$ cat src/rtl/posc_pkg.sv
// Constants and types for the power-on strap capture block.
// Assumes a 32-bit APB slave port with 12-bit byte addresses.
package posc_pkg;
  // Strap bus: bit n carries strap line n, bit 0 unused
  localparam int unsigned STRAP_W = 49;
  localparam int unsigned ADDR_W  = 12;
  localparam int unsigned DATA_W  = 32;

  // Register indices as printed; byte address is four times the index
  localparam logic [7:0] IDX_A = 8'h4a;
  localparam logic [7:0] IDX_B = 8'h4b;
  localparam logic [7:0] IDX_C = 8'h4c;
  localparam logic [7:0] IDX_H = 8'h5f;
  localparam logic [ADDR_W-1:0] ADDR_A = {2'h0, IDX_A, 2'h0};
  localparam logic [ADDR_W-1:0] ADDR_B = {2'h0, IDX_B, 2'h0};
  localparam logic [ADDR_W-1:0] ADDR_C = {2'h0, IDX_C, 2'h0};
  localparam logic [ADDR_W-1:0] ADDR_H = {2'h0, IDX_H, 2'h0};

  // Reset values and write mask
  localparam logic [7:0] REG_RST   = 8'h00;
  localparam logic [7:0] C_WR_MASK = 8'h10;

  // Strap line positions
  localparam int unsigned L_MD2  = 2;
  localparam int unsigned L_MD3  = 3;
  localparam int unsigned L_MD4  = 4;
  localparam int unsigned L_MD5  = 5;
  localparam int unsigned L_MD6  = 6;
  localparam int unsigned L_MD7  = 7;
  localparam int unsigned L_MD16 = 16;
  localparam int unsigned L_MD20 = 20;
  localparam int unsigned L_MD23 = 23;
  localparam int unsigned L_MD24 = 24;
  localparam int unsigned L_MD26 = 26;
  localparam int unsigned L_MD40 = 40;
  localparam int unsigned L_MD41 = 41;
  localparam int unsigned L_MD43 = 43;
  localparam int unsigned L_MD44 = 44;
  localparam int unsigned L_MD45 = 45;
  localparam int unsigned L_MD46 = 46;

  // Field positions in the registers
  localparam int unsigned A_RANGE_LO = 6;
  localparam int unsigned A_SYNC     = 5;
  localparam int unsigned A_DIV      = 4;
  localparam int unsigned A_MIR_LO   = 2;
  localparam int unsigned C_TOP      = 5;
  localparam int unsigned C_DOT      = 4;
  localparam int unsigned C_MEM      = 3;
  localparam int unsigned C_HOST     = 2;
  localparam int unsigned C_DIV      = 1;
  localparam int unsigned H_SPD_LO   = 3;

  // Clock range and divisor encodings
  localparam logic [1:0] RANGE_RSVD = 2'h3;
  localparam logic [2:0] DIV_RSVD   = 3'h0;
  localparam logic [2:0] DIV_BY4    = 3'h4;
  localparam logic [2:0] DIV_BY3    = 3'h3;
  localparam logic [2:0] DIV_BY2    = 3'h2;

  typedef enum logic {
    ST_CAPTURE,
    ST_HOLD
  } posc_state_t;
endpackage : posc_pkg

$ cat src/rtl/posc_apb_slave.sv
// APB register port of the strap capture block.
// Assumes a well-behaved APB master; one wait-free access cycle.
`timescale 1ns/1ns
module posc_apb_slave (
  // Clock and reset
  input  wire logic                         pclk,
  input  wire logic                         presetn,
  // APB
  input  wire logic                         psel,
  input  wire logic                         penable,
  input  wire logic                         pwrite,
  input  wire logic [posc_pkg::ADDR_W-1:0] paddr,
  output logic      [posc_pkg::DATA_W-1:0] prdata_ff,
  output logic                              pready_ff,
  output logic                              pslverr_ff,
  // Register values
  input  wire logic [7:0]                   rd_a,
  input  wire logic [7:0]                   rd_c,
  input  wire logic [7:0]                   rd_h,
  // Write strobe for the one writable register
  output logic                              wr_c_en
);
  logic setup;
  logic hit;
  logic [7:0] rd_sel;

  assign setup = psel & ~penable;

  always_comb begin
    hit    = 1'b1;
    rd_sel = posc_pkg::REG_RST;
    case (paddr)
      posc_pkg::ADDR_A: rd_sel = rd_a;
      posc_pkg::ADDR_B: rd_sel = posc_pkg::REG_RST;
      posc_pkg::ADDR_C: rd_sel = rd_c;
      posc_pkg::ADDR_H: rd_sel = rd_h;
      default:          hit    = 1'b0;
    endcase
  end

  // Write lands on the completing edge only
  assign wr_c_en = psel & penable & pready_ff & pwrite & (paddr == posc_pkg::ADDR_C);

  always_ff @(posedge pclk or negedge presetn) begin
    if (!presetn) begin
      pready_ff <= 1'b0;
    end else begin
      pready_ff <= setup;
    end
  end

  always_ff @(posedge pclk or negedge presetn) begin
    if (!presetn) begin
      prdata_ff  <= 32'h0;
      pslverr_ff <= 1'b0;
    end else begin
      prdata_ff  <= (setup & ~pwrite) ? {24'h0, rd_sel} : 32'h0;
      pslverr_ff <= setup & ~hit;
    end
  end
endmodule : posc_apb_slave

$ cat src/rtl/posc_strap_capture.sv
// Power-on strap capture: latches strap lines and drives clock/bus config.
// Assumes strap lines are stable and pulled until the first pclk edge after presetn rises.
`timescale 1ns/1ns
module posc_strap_capture (
  // Clock and reset
  input  wire logic                          pclk,
  input  wire logic                          presetn,
  // APB
  input  wire logic                          psel,
  input  wire logic                          penable,
  input  wire logic                          pwrite,
  input  wire logic [posc_pkg::ADDR_W-1:0]  paddr,
  input  wire logic [posc_pkg::DATA_W-1:0]  pwdata,
  output logic      [posc_pkg::DATA_W-1:0]  prdata,
  output logic                               pready,
  output logic                               pslverr,
  // Strap lines and system status
  input  wire logic [posc_pkg::STRAP_W-1:0] strap_line,
  input  wire logic                          clk_same_freq,
  // Configuration outputs
  output logic                               config_valid_ff,
  output logic                               config_reserved_ff,
  output logic      [1:0]                    pci_clk_range_ff,
  output logic      [2:0]                    pci_clk_div_ff,
  output logic                               unified_clk_ff,
  output logic                               dot_clock_oe_ff,
  output logic                               memory_clock_out_oe_ff,
  output logic                               host_clock_oe_ff,
  output logic      [4:0]                    host_clk_speed_ff,
  output logic                               host_pll_en_ff,
  output logic      [1:0]                    host_pll_range_ff,
  output logic                               core_double_rate_ff,
  output logic      [2:0]                    core_dll_tick_ff,
  output logic                               isa_bus_en_ff,
  output logic                               local_bus_en_ff
);
  posc_pkg::posc_state_t state_ff;
  posc_pkg::posc_state_t nxt_state;
  logic [7:0] reg_a_ff;
  logic [7:0] reg_c_ff;
  logic [7:0] reg_h_ff;
  logic [6:0] hw_ff;
  logic [7:0] nxt_reg_c;
  logic       wr_c_en;
  logic       capture;
  logic       hold;
  logic [2:0] nxt_div;

  assign capture = (state_ff == posc_pkg::ST_CAPTURE);
  assign hold    = (state_ff == posc_pkg::ST_HOLD);

  posc_apb_slave u_apb (
    .pclk       (pclk),
    .presetn    (presetn),
    .psel       (psel),
    .penable    (penable),
    .pwrite     (pwrite),
    .paddr      (paddr),
    .prdata_ff  (prdata),
    .pready_ff  (pready),
    .pslverr_ff (pslverr),
    .rd_a       (reg_a_ff),
    .rd_c       (reg_c_ff),
    .rd_h       (reg_h_ff),
    .wr_c_en    (wr_c_en)
  );

  always_comb begin
    nxt_state = state_ff;
    case (state_ff)
      posc_pkg::ST_CAPTURE: nxt_state = posc_pkg::ST_HOLD;
      posc_pkg::ST_HOLD:    nxt_state = posc_pkg::ST_HOLD;
      default:              nxt_state = posc_pkg::ST_CAPTURE;
    endcase
  end

  always_ff @(posedge pclk or negedge presetn) begin
    if (!presetn) begin
      state_ff <= posc_pkg::ST_CAPTURE;
    end else begin
      state_ff <= nxt_state;
    end
  end

  // Straps are caught by a clocked process after release, never by the reset itself
  // capture register A
  always_ff @(posedge pclk or negedge presetn) begin
    if (!presetn) begin
      reg_a_ff <= posc_pkg::REG_RST;
    end else if (capture) begin
      reg_a_ff <= {strap_line[posc_pkg::L_MD7:posc_pkg::L_MD6],
                   strap_line[posc_pkg::L_MD5],
                   strap_line[posc_pkg::L_MD4],
                   strap_line[posc_pkg::L_MD3:posc_pkg::L_MD2],
                   2'h0};
    end
  end

  always_ff @(posedge pclk or negedge presetn) begin
    if (!presetn) begin
      reg_h_ff <= posc_pkg::REG_RST;
    end else if (capture) begin
      reg_h_ff <= {strap_line[posc_pkg::L_MD3:posc_pkg::L_MD2],
                   strap_line[posc_pkg::L_MD26:posc_pkg::L_MD24],
                   3'h0};
    end
  end

  always_comb begin
    nxt_reg_c = reg_c_ff;
    if (capture) begin
      nxt_reg_c = {2'h0, strap_line[posc_pkg::L_MD23],
                   strap_line[posc_pkg::L_MD20:posc_pkg::L_MD16]};
    end else if (wr_c_en) begin
      nxt_reg_c = (reg_c_ff & ~posc_pkg::C_WR_MASK) | (pwdata[7:0] & posc_pkg::C_WR_MASK);
    end
  end

  always_ff @(posedge pclk or negedge presetn) begin
    if (!presetn) begin
      reg_c_ff <= posc_pkg::REG_RST;
    end else begin
      reg_c_ff <= nxt_reg_c;
    end
  end

  // Hardware-only straps, lines 46 down to 40
  // hold until reset
  always_ff @(posedge pclk or negedge presetn) begin
    if (!presetn) begin
      hw_ff <= 7'h00;
    end else if (capture) begin
      hw_ff <= strap_line[posc_pkg::L_MD46:posc_pkg::L_MD40];
    end
  end

  always_comb begin
    case ({reg_a_ff[posc_pkg::A_DIV], reg_c_ff[posc_pkg::C_DIV]})
      2'h1:    nxt_div = posc_pkg::DIV_BY4;
      2'h2:    nxt_div = posc_pkg::DIV_BY3;
      2'h3:    nxt_div = posc_pkg::DIV_BY2;
      default: nxt_div = posc_pkg::DIV_RSVD;
    endcase
  end

  // Outputs follow the registers one cycle late; all low until captured
  always_ff @(posedge pclk or negedge presetn) begin
    if (!presetn) begin
      config_valid_ff    <= 1'b0;
      pci_clk_range_ff   <= 2'h0;
      pci_clk_div_ff     <= posc_pkg::DIV_RSVD;
      unified_clk_ff     <= 1'b0;
      config_reserved_ff <= 1'b0;
    end else if (hold) begin
      config_valid_ff  <= 1'b1;
      pci_clk_range_ff <= reg_a_ff[posc_pkg::A_RANGE_LO+1:posc_pkg::A_RANGE_LO];
      pci_clk_div_ff   <= nxt_div;
      unified_clk_ff   <= reg_a_ff[posc_pkg::A_SYNC] & clk_same_freq;
      config_reserved_ff <= (reg_a_ff[7:6] == posc_pkg::RANGE_RSVD) |
                            (nxt_div == posc_pkg::DIV_RSVD) |
                            (hw_ff[6:5] == posc_pkg::RANGE_RSVD);
    end
  end

  // Pad drive enables; the clock muxing itself sits in the pad ring
  always_ff @(posedge pclk or negedge presetn) begin
    if (!presetn) begin
      dot_clock_oe_ff        <= 1'b0;
      memory_clock_out_oe_ff <= 1'b0;
      host_clock_oe_ff       <= 1'b0;
    end else if (hold) begin
      dot_clock_oe_ff        <= reg_c_ff[posc_pkg::C_DOT];
      memory_clock_out_oe_ff <= reg_c_ff[posc_pkg::C_MEM];
      host_clock_oe_ff       <= reg_c_ff[posc_pkg::C_HOST];
    end
  end

  always_ff @(posedge pclk or negedge presetn) begin
    if (!presetn) begin
      host_clk_speed_ff   <= 5'h00;
      host_pll_en_ff      <= 1'b0;
      host_pll_range_ff   <= 2'h0;
      core_double_rate_ff <= 1'b0;
      core_dll_tick_ff    <= 3'h0;
      isa_bus_en_ff       <= 1'b0;
      local_bus_en_ff     <= 1'b0;
    end else if (hold) begin
      host_clk_speed_ff   <= reg_h_ff[7:posc_pkg::H_SPD_LO];
      host_pll_en_ff      <= hw_ff[6:5] != posc_pkg::RANGE_RSVD;
      host_pll_range_ff   <= hw_ff[6:5];
      core_double_rate_ff <= hw_ff[0];
      core_dll_tick_ff    <= hw_ff[3:1];
      isa_bus_en_ff       <= ~hw_ff[4];
      local_bus_en_ff     <= hw_ff[4];
    end
  end
endmodule : posc_strap_capture

$ cat config.mk
export PLATFORM = sky130hd
export DESIGN_NAME = posc_strap_capture
export DESIGN_NICKNAME = d
export VERILOG_FILES = /design/src/rtl/posc_pkg.sv /design/src/rtl/posc_apb_slave.sv /design/src/rtl/posc_strap_capture.sv
export SDC_FILE = /design/constraint.sdc
export NUM_CORES = 1
export LEC_CHECK = 0
export ABC_AREA = 1
export BUFFER_PORTS_ARGS = -buffer_cell sky130_fd_sc_hd__buf_2
export CAP_MARGIN = 40
export CORE_MARGIN = 1
export CORE_UTILIZATION = 46
export DETAILED_ROUTE_END_ITERATION = 8
export PLACE_DENSITY_LB_ADDON = 0.3
export SLEW_MARGIN = 10
export SYNTH_ARGS = -nofsm -noshare
export SYNTH_HDL_FRONTEND = slang
export SYNTH_SLANG_ARGS = --single-unit
$ cat constraint.sdc
create_clock -name pclk -period 1.5 [get_ports pclk]
set_input_delay 0.375 -clock pclk [delete_from_list [all_inputs] [get_ports pclk]]
set_output_delay 0.375 -clock pclk [all_outputs]
set_load 0.01 [all_outputs]
After elaboration in Yosys (flattened, before gate mapping)
Cells that the tools add are included.

Register bits: 86. Input port bits: 99.

Bitwise gates (word level): 15. Reductions and logical operators: 2. Equality and inequality tests: 11. Muxes and demuxes: 6.

Operators with widths (count): $eq A12 B9 Y1 const B (4); $mux W8 (3); $pmux W8 S3 (1); $pmux W3 S3 (1); $and A1 B1 Y1 (8); $eq A2 B2 Y1 const B (4); $or A8 B5 Y8 (1); $not A1 Y1 (4); $reduce_or A4 Y1 (1); $logic_not A3 Y1 (1); $eq A2 B1 Y1 const B (1); $ne A2 B1 Y1 const B (1); $ne A2 B2 Y1 const B (1); $or A1 B1 Y1 (2); $mux W1 (1).

Depth between registers and ports, before layout
Gate-level depths: netlist (run 1).

Depth in word-level cells: 6. Depth in mapped cells: 8. Gate-level depth less buffers: 8.

Modules after synthesis
Synthesis (run 1) repeated with hierarchy kept, for this count alone.

Cells, all modules: 311. Area, all modules: 2707.6 µm².

By module, submodules not included: posc_strap_capture (seq. area each 1201.2 µm², area an instance 1784.2 µm², instances 1, cells each 181); posc_apb_slave (seq. area each 250.2 µm², area an instance 923.4 µm², instances 1, cells each 130).

Worst setup path before layout (run 1)
Ideal clock, no wire load.

Kind: input to register. Start: input port paddr[11] (netlist name). End: register u_apb.prdata_ff[3] (netlist name). Stages: 7. Setup time: 0.069 ns. Required time: 1.431 ns. Buffers on the path: 0. Data arrival time: 1.075 ns. Setup slack: 0.356 ns. Cell sequence: nor2_1 -> nand2_2 -> inv_4 -> nand3_2 -> nand3_4 -> nand2_4 -> nor2_2.

Word-level cells in the longest chain between the ends: 3. Elaborated cells on any way between the ends: 5.

RTL lines: start, declared (RTL line posc_strap_capture.sv:12) `input wire logic [posc_pkg::ADDR_W-1:0] paddr,`; $eq A12 B9 Y1 (RTL line posc_apb_slave.sv:32) `case (paddr)`; $pmux W8 S3 * (RTL line posc_apb_slave.sv:32); $mux W8 * (RTL line posc_apb_slave.sv:57) `prdata_ff <= (setup & ~pwrite) ? {24'h0, rd_sel} : 32'h0;`; end signal, assigned (RTL line posc_apb_slave.sv:57); end, declared (RTL line posc_apb_slave.sv:13) `output logic [posc_pkg::DATA_W-1:0] prdata_ff,`.

Mark *: on every way between the ends. The rest lies on a longest branch, timed or not. A chain may end at the register's enable or synchronous reset.

Worst setup path in the final report (run 1)
Start: register host_clk_speed_ff[4]. End: output port host_clk_speed_ff[4].

RTL lines: start, declared (RTL line posc_strap_capture.sv:29) `output logic [4:0] host_clk_speed_ff,`; start signal, assigned (RTL line posc_strap_capture.sv:188) `host_clk_speed_ff <= reg_h_ff[7:posc_pkg::H_SPD_LO];`.

No word-level cell between the ends.

==> results of run 1 <==
==> worst min-delay path by stage <==
stage | slack [ps] | end | from | cells after the start
3_3_place_gp | 340 | u_apb.prdata_ff[2] | presetn | 1
2_1_floorplan | 80 | config_reserved_ff | presetn | 0
3_5_place_dp | 340 | u_apb.prdata_ff[2] | presetn | 1
6_report | 230 | u_apb.pready_ff | penable | 2
5_1_grt | 220 | u_apb.pready_ff | penable | 2
4_1_cts | 220 | u_apb.pready_ff | penable | 2
==> report_power, final <==
group	switching [uW]	internal [uW]	leakage, uW
clock	525	663	0.0000815
combinational	277	177	0.00103
sequential	72.4	1700	0.000721
total	875	2540	0.00183
==> final cells by class <==
| class | instances | area [um2] | share of cell area, % |
|---|---|---|---|
| Sequential cell | 58 | 1450 | 45.5 |
| Timing Repair Buffer | 83 | 463 | 14.5 |
| Multi-Input combinational cell | 208 | 950 | 29.8 |
| Clock buffer | 13 | 159 | 4.99 |
| Tap cell | 72 | 90.1 | 2.83 |
| Inverter | 19 | 73.8 | 2.32 |
==> synth_stat cells, drive strengths merged <==
| master | n |
|---|---|
| nor2 | 33 |
| or2 | 1 |
| o22ai | 1 |
| o21ai | 3 |
| clkbuf | 1 |
| dfrtp | 58 |
| conb | 2 |
| inv | 19 |
| nor3 | 1 |
| o21a | 1 |
| nand2 | 126 |
| buf | 30 |
| nor3b | 1 |
| nand3 | 11 |
| o22a | 1 |
| nand4 | 3 |
| o21bai | 1 |
==> flip-flops by register name, indices dropped and copies added (netlist names), 3 cells and up <==
name               flops
host_clk_speed_ff      5
reg_c_ff               6
core_dll_tick_ff       3
reg_h_ff               4
u_apb.prdata_ff        8
hw_ff                  7
reg_a_ff               5
pci_clk_div_ff         3
==> what timing repair did <==
| item | 4_1_cts | 5_1_grt |
|---|---|---|
| endpoints found under the hold margin | 15 | 0 |
| hold buffers | 1 | 0 |
| setup endpoints to repair | 0 | 0 |
==> through the flow <==
step	cells	hold slack, ps	instance area, um2
2_1_floorplan	316	79.4	2690
3_3_place_gp	439	336	3020
3_5_place_dp	439	337	3020
4_1_cts	453	218	3190
5_1_grt	453	218	3190
6_report	453	231	3190
==> layer usage <==
metal	global-route usage, %	vias to the layer above	wire [um]
met5	0	-	0
met4	10.8	0	101
met3	3.69	10	277
met2	30.2	70	2380
met1	23.9	927	2220
li1	-	1009	-
==> logic make-up after synthesis <==
kind of cell | synth area share, %
other | 0.289
and+or+nand+nor | 31.2
buffers and inverters | 11.1
AOI/OAI and AO/OA | 1.73
DFF | 55.8
==> flow_summary.json, run 1 <==
{
  "dr.pass1.iters": 4,
  "die_w_um": 77.2,
  "antennaDiodeCount": 0,
  "reg2reg_setup_slack_ps": 420,
  "synth_area_per_cell_um2": 8.88,
  "clock-root-buffer": "clkbuf_8",
  "period_share_pct": 82.2,
  "vias": 2016,
  "remaining_drc_errors": 0,
  "finalCriticalPeriod_ps": 1230,
  "utilization_pct": 58.2,
  "synthTopCellsByArea": "dfrtp_1 56%, nand2_1 17%, buf_4 6.9%",
  "synth_top_area_share_pct": 55.8,
  "clk-insertion-delay-late_ps": 320,
  "synth_top_cell_by_area": "dfrtp_1",
  "clk_pin_slew_ps": 60,
  "core_um2": 5470,
  "netlist-cell-type-count": 27,
  "reg2reg_from": "hold",
  "grtUsageTotal_pct": 18.9,
  "r2r_cells": 4,
  "post_cts_resized": 0,
  "routed_wl_um": 4970,
  "grt_pass1_wl_um": 8500,
  "crit_chain": "buf_2",
  "r2r_end": "reg_h_ff[6]",
  "synth-seq-area-share_pct": 55.8,
  "path_max_fanout": 2,
  "skew_ps": 4.56,
  "fill_cells": 510,
  "grt_max_degree": 24,
  "fin_setup_tns_ps": 0,
  "critPathCaptureType": "output pin",
  "portBuffers": 75,
  "crit_type": "flip-flop to output pin",
  "post_cts_buffers": 0,
  "die_area_um2": 5960,
  "startpoint": "host_clk_speed_ff[4]",
  "status": "completed",
  "cts_sinks": 58,
  "antenna_left": 0,
  "dp_hpwl_um": 3690,
  "path_buf_inv": 1,
  "path_depth": 1,
  "area_growth_pct": 22.5,
  "layout_setup_ws_ps": 267,
  "finalPower_uw": 3410,
  "grt_pass1_vias": 1899,
  "grt_overflow": 0,
  "start_util_pct": 47.6,
  "ios": 158,
  "hold_violations": 0,
  "synth-seq-cells": 58,
  "max_stage_delay_ps": 390,
  "htreeDepth": 3,
  "final_common_cell": "nand2_1",
  "netlist_area_um2": 2600,
  "drtIter0Drc": 115,
  "startpoint_type": "flip-flop",
  "ctsLongestPathBuffers": 2,
  "fin_nets": 478,
  "slowest_stage": "dfrtp_1",
  "vdd_ir_drop_max_mv": 0.537,
  "fmax_ghz": 0.811,
  "p_per_area_nw_per_um2": 1070,
  "pre_cts_slack_ps": 138,
  "die_y_um": 77.2,
  "gp_congestion": 0.773,
  "cts_buffers": 9,
  "max_cap_violations": 0,
  "hp-class": "primary input to flip-flop",
  "cp.required_ps": 1120,
  "antenna_found_initial": 0,
  "layout_common_cells": "119 x nand2_1, 75 x buf_2, 58 x dfrtp_1",
  "critPathTopFamily": "flip-flops",
  "netlist_instances": 293,
  "yosysWarnings": 0,
  "crit_end": "host_clk_speed_ff[4]",
  "slew_viol_final": 0,
  "viasPerCell": 4.45,
  "cts_tree": "built",
  "power.leakage_uw": 0.00183,
  "drive_gt1_share_pct": 32.0,
  "rsz0062_at_grt": "no",
  "setup_viol_count_final": 0,
  "core.rowCount": 27,
  "cp.arrival_ps": 860,
  "routedWlPerCell_um": 11.0
}
Power figures use the tool's default switching activity.
==> run 2: changes to the inputs <==
--- a/config.mk
+++ b/config.mk
@@ -9,7 +9,7 @@
 export BUFFER_PORTS_ARGS = -buffer_cell sky130_fd_sc_hd__buf_2
 export CAP_MARGIN = 40
 export CORE_MARGIN = 1
-export CORE_UTILIZATION = 46
+export CORE_UTILIZATION = 43
 export DETAILED_ROUTE_END_ITERATION = 8
 export PLACE_DENSITY_LB_ADDON = 0.3
 export SLEW_MARGIN = 10
==> constraint.sdc (replaced) <==
create_clock -name pclk -period 1.2 [get_ports pclk]
set_input_delay 0.3 -clock pclk [delete_from_list [all_inputs] [get_ports pclk]]
set_output_delay 0.3 -clock pclk [all_outputs]
set_load 0.01 [all_outputs]
==> run 2 against run 1 <==
Net effect: largest cell class unchanged; critical path type unchanged; final cell count is 2.4% higher; design area is 3.2% higher; clock-buffer cell count is 2 higher; highest routed layer unchanged.
==> flow_summary.json, run 2 (synthesized netlist as in run 1, its figures left out) <==
{
  "status": "completed",
  "slowest_stage": "dfrtp_1",
  "grt_max_degree": 59,
  "clk_pin_slew_ps": 60,
  "reg2reg_from": "hold",
  "die_w_um": 79.8,
  "remaining_drc_errors": 0,
  "finalPower_uw": 4540,
  "vdd_ir_drop_max_mv": 0.798,
  "ctsLongestPathBuffers": 2,
  "antennaDiodeCount": 0,
  "hp-class": "primary input to flip-flop",
  "cts_tree": "built",
  "highest_layer": "met4",
  "finalCriticalPeriod_ps": 1160,
  "dr.pass1.iters": 4,
  "critPathTopFamily": "flip-flops",
  "final_common_cell": "nand2_1",
  "holdPathEnd": "u_apb.pready_ff",
  "htreeDepth": 3,
  "largest_register_ffs": 8,
  "antenna_found_initial": 0,
  "clk-insertion-delay-late_ps": 330,
  "core.rowCount": 27,
  "portBuffers": 75,
  "grt_pass1_vias": 1860,
  "dp_hpwl_um": 3680,
  "drive_gt1_share_pct": 34.2,
  "top_register": "u_apb.prdata_ff",
  "hold_path_depth": 2,
  "crit_chain": "buf_2",
  "max_cap_violations": 0,
  "gp_congestion": 0.754,
  "area_growth_pct": 26.4,
  "crit_type": "flip-flop to output pin",
  "cts_buffers": 9,
  "wl_met2_um": 2480,
  "ios": 158,
  "top_regs": "u_apb.prdata_ff x8, hw_ff x7, reg_c_ff x6",
  "wl_met1_um": 2230,
  "critPathCaptureType": "output pin",
  "drtIter0Drc": 126,
  "rsz0062_at_grt": "no",
  "grt_pass1_wl_um": 8160,
  "r2r_cells": 2,
  "max_stage_delay_ps": 390,
  "p_per_area_nw_per_um2": 1380,
  "slew_viol_final": 0,
  "dr_wl_met3_um": 300,
  "routed_wl_um": 5070,
  "path_max_fanout": 2,
  "place_area_um2": 3070,
  "grt_overflow": 0,
  "hold_violations": 0,
  "reg2reg_setup_slack_ps": 200,
  "r2r_end": "config_valid_ff",
  "cts_sinks": 58,
  "startpoint_type": "flip-flop",
  "stdcell_area_um2": 3290,
  "fmax_ghz": 0.861,
  "viasPerCell": 4.38,
  "die_area_um2": 6370,
  "hold_ws_ps": 151,
  "hp-start": "penable",
  "period_share_pct": 96.8,
  "path_buf_inv": 1,
  "vias": 2032,
  "die_y_um": 79.8,
  "clock-root-buffer": "clkbuf_8",
  "setup_viol_count_final": 0,
  "start_util_pct": 45.9,
  "antenna_left": 0,
  "routedWlPerCell_um": 10.9,
  "skew_ps": 3.08,
  "cp.arrival_ps": 860,
  "cp.required_ps": 900,
  "fin_nets": 486,
  "layout_common_cells": "119 x nand2_1, 75 x buf_2, 58 x dfrtp_1",
  "grtUsageTotal_pct": 17.3,
  "post_cts_resized": 0,
  "core_um2": 5680,
  "power.leakage_uw": 0.00190
}
==> run 2: changes by cell type in the layout (fill, tap and decap cells not counted), sizes merged <==
cell	change
buf	+8
clkbuf	+2
clkinv	+1
==> run 2: final cells by class <==
cell class                      count  area [um2]
Clock inverter                      1        5.00
Tap cell                           72        90.1
Timing Repair Buffer               91         523
Fill cell                         524        2390
Inverter                           19        73.8
Multi-Input combinational cell    208         950
Clock buffer                       15         196
Sequential cell                    58        1450
==> run 2: timing repair <==
item / in CTS / in global routing
setup endpoints to repair: 0 / 1
hold endpoints to repair: 58 / 0
hold buffers: 1 / 0
buffers inserted: 0 / 1
==> run 2: layer usage <==
| metal | vias to the layer above | GRT usage, % |
|---|---|---|
| met2 | 78 | 28.1 |
| met5 | - | 0 |
| li1 | 1032 | - |
| met1 | 915 | 21.3 |
| met3 | 7 | 4.23 |
| met4 | 0 | 9.11 |
==> run 2: worst max path at each step <==
stage | startpoint | end | slack, ps | depth (start not counted)
after floorplan | paddr[11] | u_apb.prdata_ff[3] | 130 | 7
after global placement | paddr[1] | u_apb.prdata_ff[5] | -120 | 8
after detailed placement | paddr[1] | u_apb.prdata_ff[4] | -160 | 8
after CTS | host_clk_speed_ff[0] | host_clk_speed_ff[0] | 10 | 1
after global routing | pci_clk_div_ff[0] | pci_clk_div_ff[0] | 3 | 1
final | pci_clk_div_ff[0] | pci_clk_div_ff[0] | 40 | 1
==> run 2: power breakdown <==
| part | leakage (uW) | internal, uW | switching [uW] |
|---|---|---|---|
| logic | 0.00107 | 231 | 347 |
| registers | 0.000721 | 2120 | 86.9 |
| clock network | 0.000106 | 1030 | 727 |
==> run 2: stage by stage <==
| step | util, % | TNS (ps) | setup WS [ps] | instances |
|---|---|---|---|---|
| after floorplan | - | 0 | 131 | 316 |
| after global placement | 54.1 | -712 | -125 | 446 |
| after detailed placement | 54.1 | -840 | -156 | 446 |
| after CTS | 57.8 | 0 | 13.8 | 463 |
| after global routing | 58.0 | 0 | 2.52 | 464 |
| final | 58.0 | 0 | 38.5 | 464 |
==> run 3: changes to the inputs <==
--- a/config.mk
+++ b/config.mk
@@ -12,6 +12,8 @@
 export CORE_UTILIZATION = 43
 export DETAILED_ROUTE_END_ITERATION = 8
 export PLACE_DENSITY_LB_ADDON = 0.3
+export REMOVE_ABC_BUFFERS = 1
+export SETUP_SLACK_MARGIN = 0.15
 export SLEW_MARGIN = 10
 export SYNTH_ARGS = -nofsm -noshare
 export SYNTH_HDL_FRONTEND = slang
==> run 3 against run 2 <==
Net effect: clock-buffer cell count is 1 lower; largest power group unchanged; via count grew 1.5%; wire length increased by 2.4%; design area up 1.7%.
==> flow_summary.json, run 3 (synthesized netlist as in run 1, its figures left out) <==
{
  "swShare_pct": 25.2,
  "top_regs": "u_apb.prdata_ff x8, hw_ff x7, reg_c_ff x6",
  "die_y_um": 79.8,
  "antenna_left": 0,
  "ctsLongestPathBuffers": 2,
  "largest_register_ffs": 8,
  "p_comb_share_pct": 13.7,
  "multi_input_area_um2": 950,
  "power.leakage_uw": 0.00193,
  "regArea_um2": 1450,
  "area_growth_pct": 28.5,
  "finalCriticalPeriod_ps": 1150,
  "rsz0062_at_grt": "yes",
  "dp_hpwl_um": 3570,
  "fmax_ghz": 0.866,
  "slowest_stage": "dfrtp_1",
  "drive_gt1_share_pct": 34.8,
  "hp-class": "primary input to flip-flop",
  "clkPwrFrac_pct": 38.7,
  "internal_power_uw": 3470,
  "final_common_cell": "nand2_1",
  "reg2reg_setup_slack_ps": 190,
  "cts_sinks": 58,
  "cts_buffers": 9,
  "vdd_ir_drop_max_mv": 0.676,
  "max_stage_delay_ps": 390,
  "grt_overflow": 0,
  "cts_tree": "built",
  "start_util_pct": 45.9,
  "slew_viol_final": 0,
  "startpoint_type": "flip-flop",
  "setup_viol_count_final": 0,
  "gp_congestion": 0.737,
  "critPathCaptureType": "output pin",
  "p_per_area_nw_per_um2": 1390,
  "crit_type": "flip-flop to output pin",
  "ios": 158,
  "grt_pass1_vias": 1895,
  "die_w_um": 79.8,
  "cp.arrival_ps": 850,
  "clk-insertion-delay-late_ps": 330,
  "routedWlPerCell_um": 11.0,
  "cp.required_ps": 900,
  "fill_cells": 520,
  "grt_pass1_wl_um": 8390,
  "status": "completed",
  "finalPower_uw": 4630,
  "utilization_pct": 58.9,
  "p_switching_uw": 1170,
  "remaining_drc_errors": 0,
  "fin_nets": 493,
  "antenna_found_initial": 0,
  "core.rowCount": 27,
  "viasPerCell": 4.38,
  "grt_max_degree": 59,
  "routed_wl_um": 5200,
  "antennaDiodeCount": 0,
  "clock-root-buffer": "clkbuf_8",
  "hold_violations": 0,
  "period_share_pct": 96.2,
  "path_buf_inv": 1,
  "die_area_um2": 6370,
  "vias": 2062,
  "portBuffers": 75,
  "p_seq_share_pct": 47.6,
  "max_cap_violations": 0,
  "dr.pass1.iters": 4,
  "htreeDepth": 3,
  "crit_chain": "buf_2",
  "skew_ps": 6.49,
  "core_um2": 5680,
  "drtIter0Drc": 86,
  "grtUsageTotal_pct": 17.9,
  "critPathTopFamily": "flip-flops",
  "clk_pin_slew_ps": 60,
  "layout_common_cells": "119 x nand2_1, 74 x buf_2, 58 x dfrtp_1",
  "top_register": "u_apb.prdata_ff",
  "path_max_fanout": 2
}
==> run 3: repair_timing <==
| item | in CTS | in global routing |
|---|---|---|
| gates resized for setup | 1 | 0 |
| endpoints found under the hold margin | 58 | 0 |
| hold buffers | 1 | 0 |
| setup endpoints to repair | 35 | 35 |
| buffers inserted | 4 | 7 |
==> run 3: path summary, 6_finish.rpt <==
| check | endpoint | cells after the start | startpoint |
|---|---|---|---|
| max | pci_clk_div_ff[0] | 1 | pci_clk_div_ff[0] |
| min | u_apb.pready_ff | 2 | penable |
| max reg2reg | config_valid_ff | 2 | hold |
| min reg2reg | host_clock_oe_ff | 2 | host_clock_oe_ff |
| max in group asynchronous | pci_clk_range_ff[0] | 3 | presetn |
| min in group asynchronous | host_clk_speed_ff[2] | 3 | presetn |
==> run 3: final cells by class <==
class	instances	share of cell area, %
Multi-Input combinational cell	208	28.4
Clock buffer	14	4.86
Tap cell	72	2.69
Clock inverter	2	1.05
Inverter	19	2.21
Timing Repair Buffer	98	17.4
Sequential cell	58	43.4
==> run 3: metal layers <==
metal  share of wire [%]  track usage [%]  up-vias
li1                    -                -     1045
met1                  46             22.7      939
met2                  46             28.3       70
met3                 5.8             4.00        8
met4                 1.8             9.64        0
met5                   0                0        -
==> run 3: power groups by stage <==
stage / Combinational [uW] / Clock (uW) / Sequential, uW
6_report: 635 / 1790 / 2200
4_1_cts: 607 / 1840 / 2200
3_3_place_gp: 563 / 0 / 2240
5_1_grt: 719 / 1920 / 2220
2_1_floorplan: 228 / 0 / 2280
3_5_place_dp: 576 / 0 / 2240
==> run 3: metrics by stage <==
step,setup TNS (ps),area (um2),worst slack [ps],cells,hold slack [ps]
2_1_floorplan,-7780,2470,-213,285,4.41
3_3_place_gp,-345,3050,-72.1,443,329
3_5_place_dp,-532,3050,-94.8,443,329
4_1_cts,0,3290,26.8,464,138
5_1_grt,-4.72,3340,-4.72,471,150
6_report,0,3340,45.4,471,148
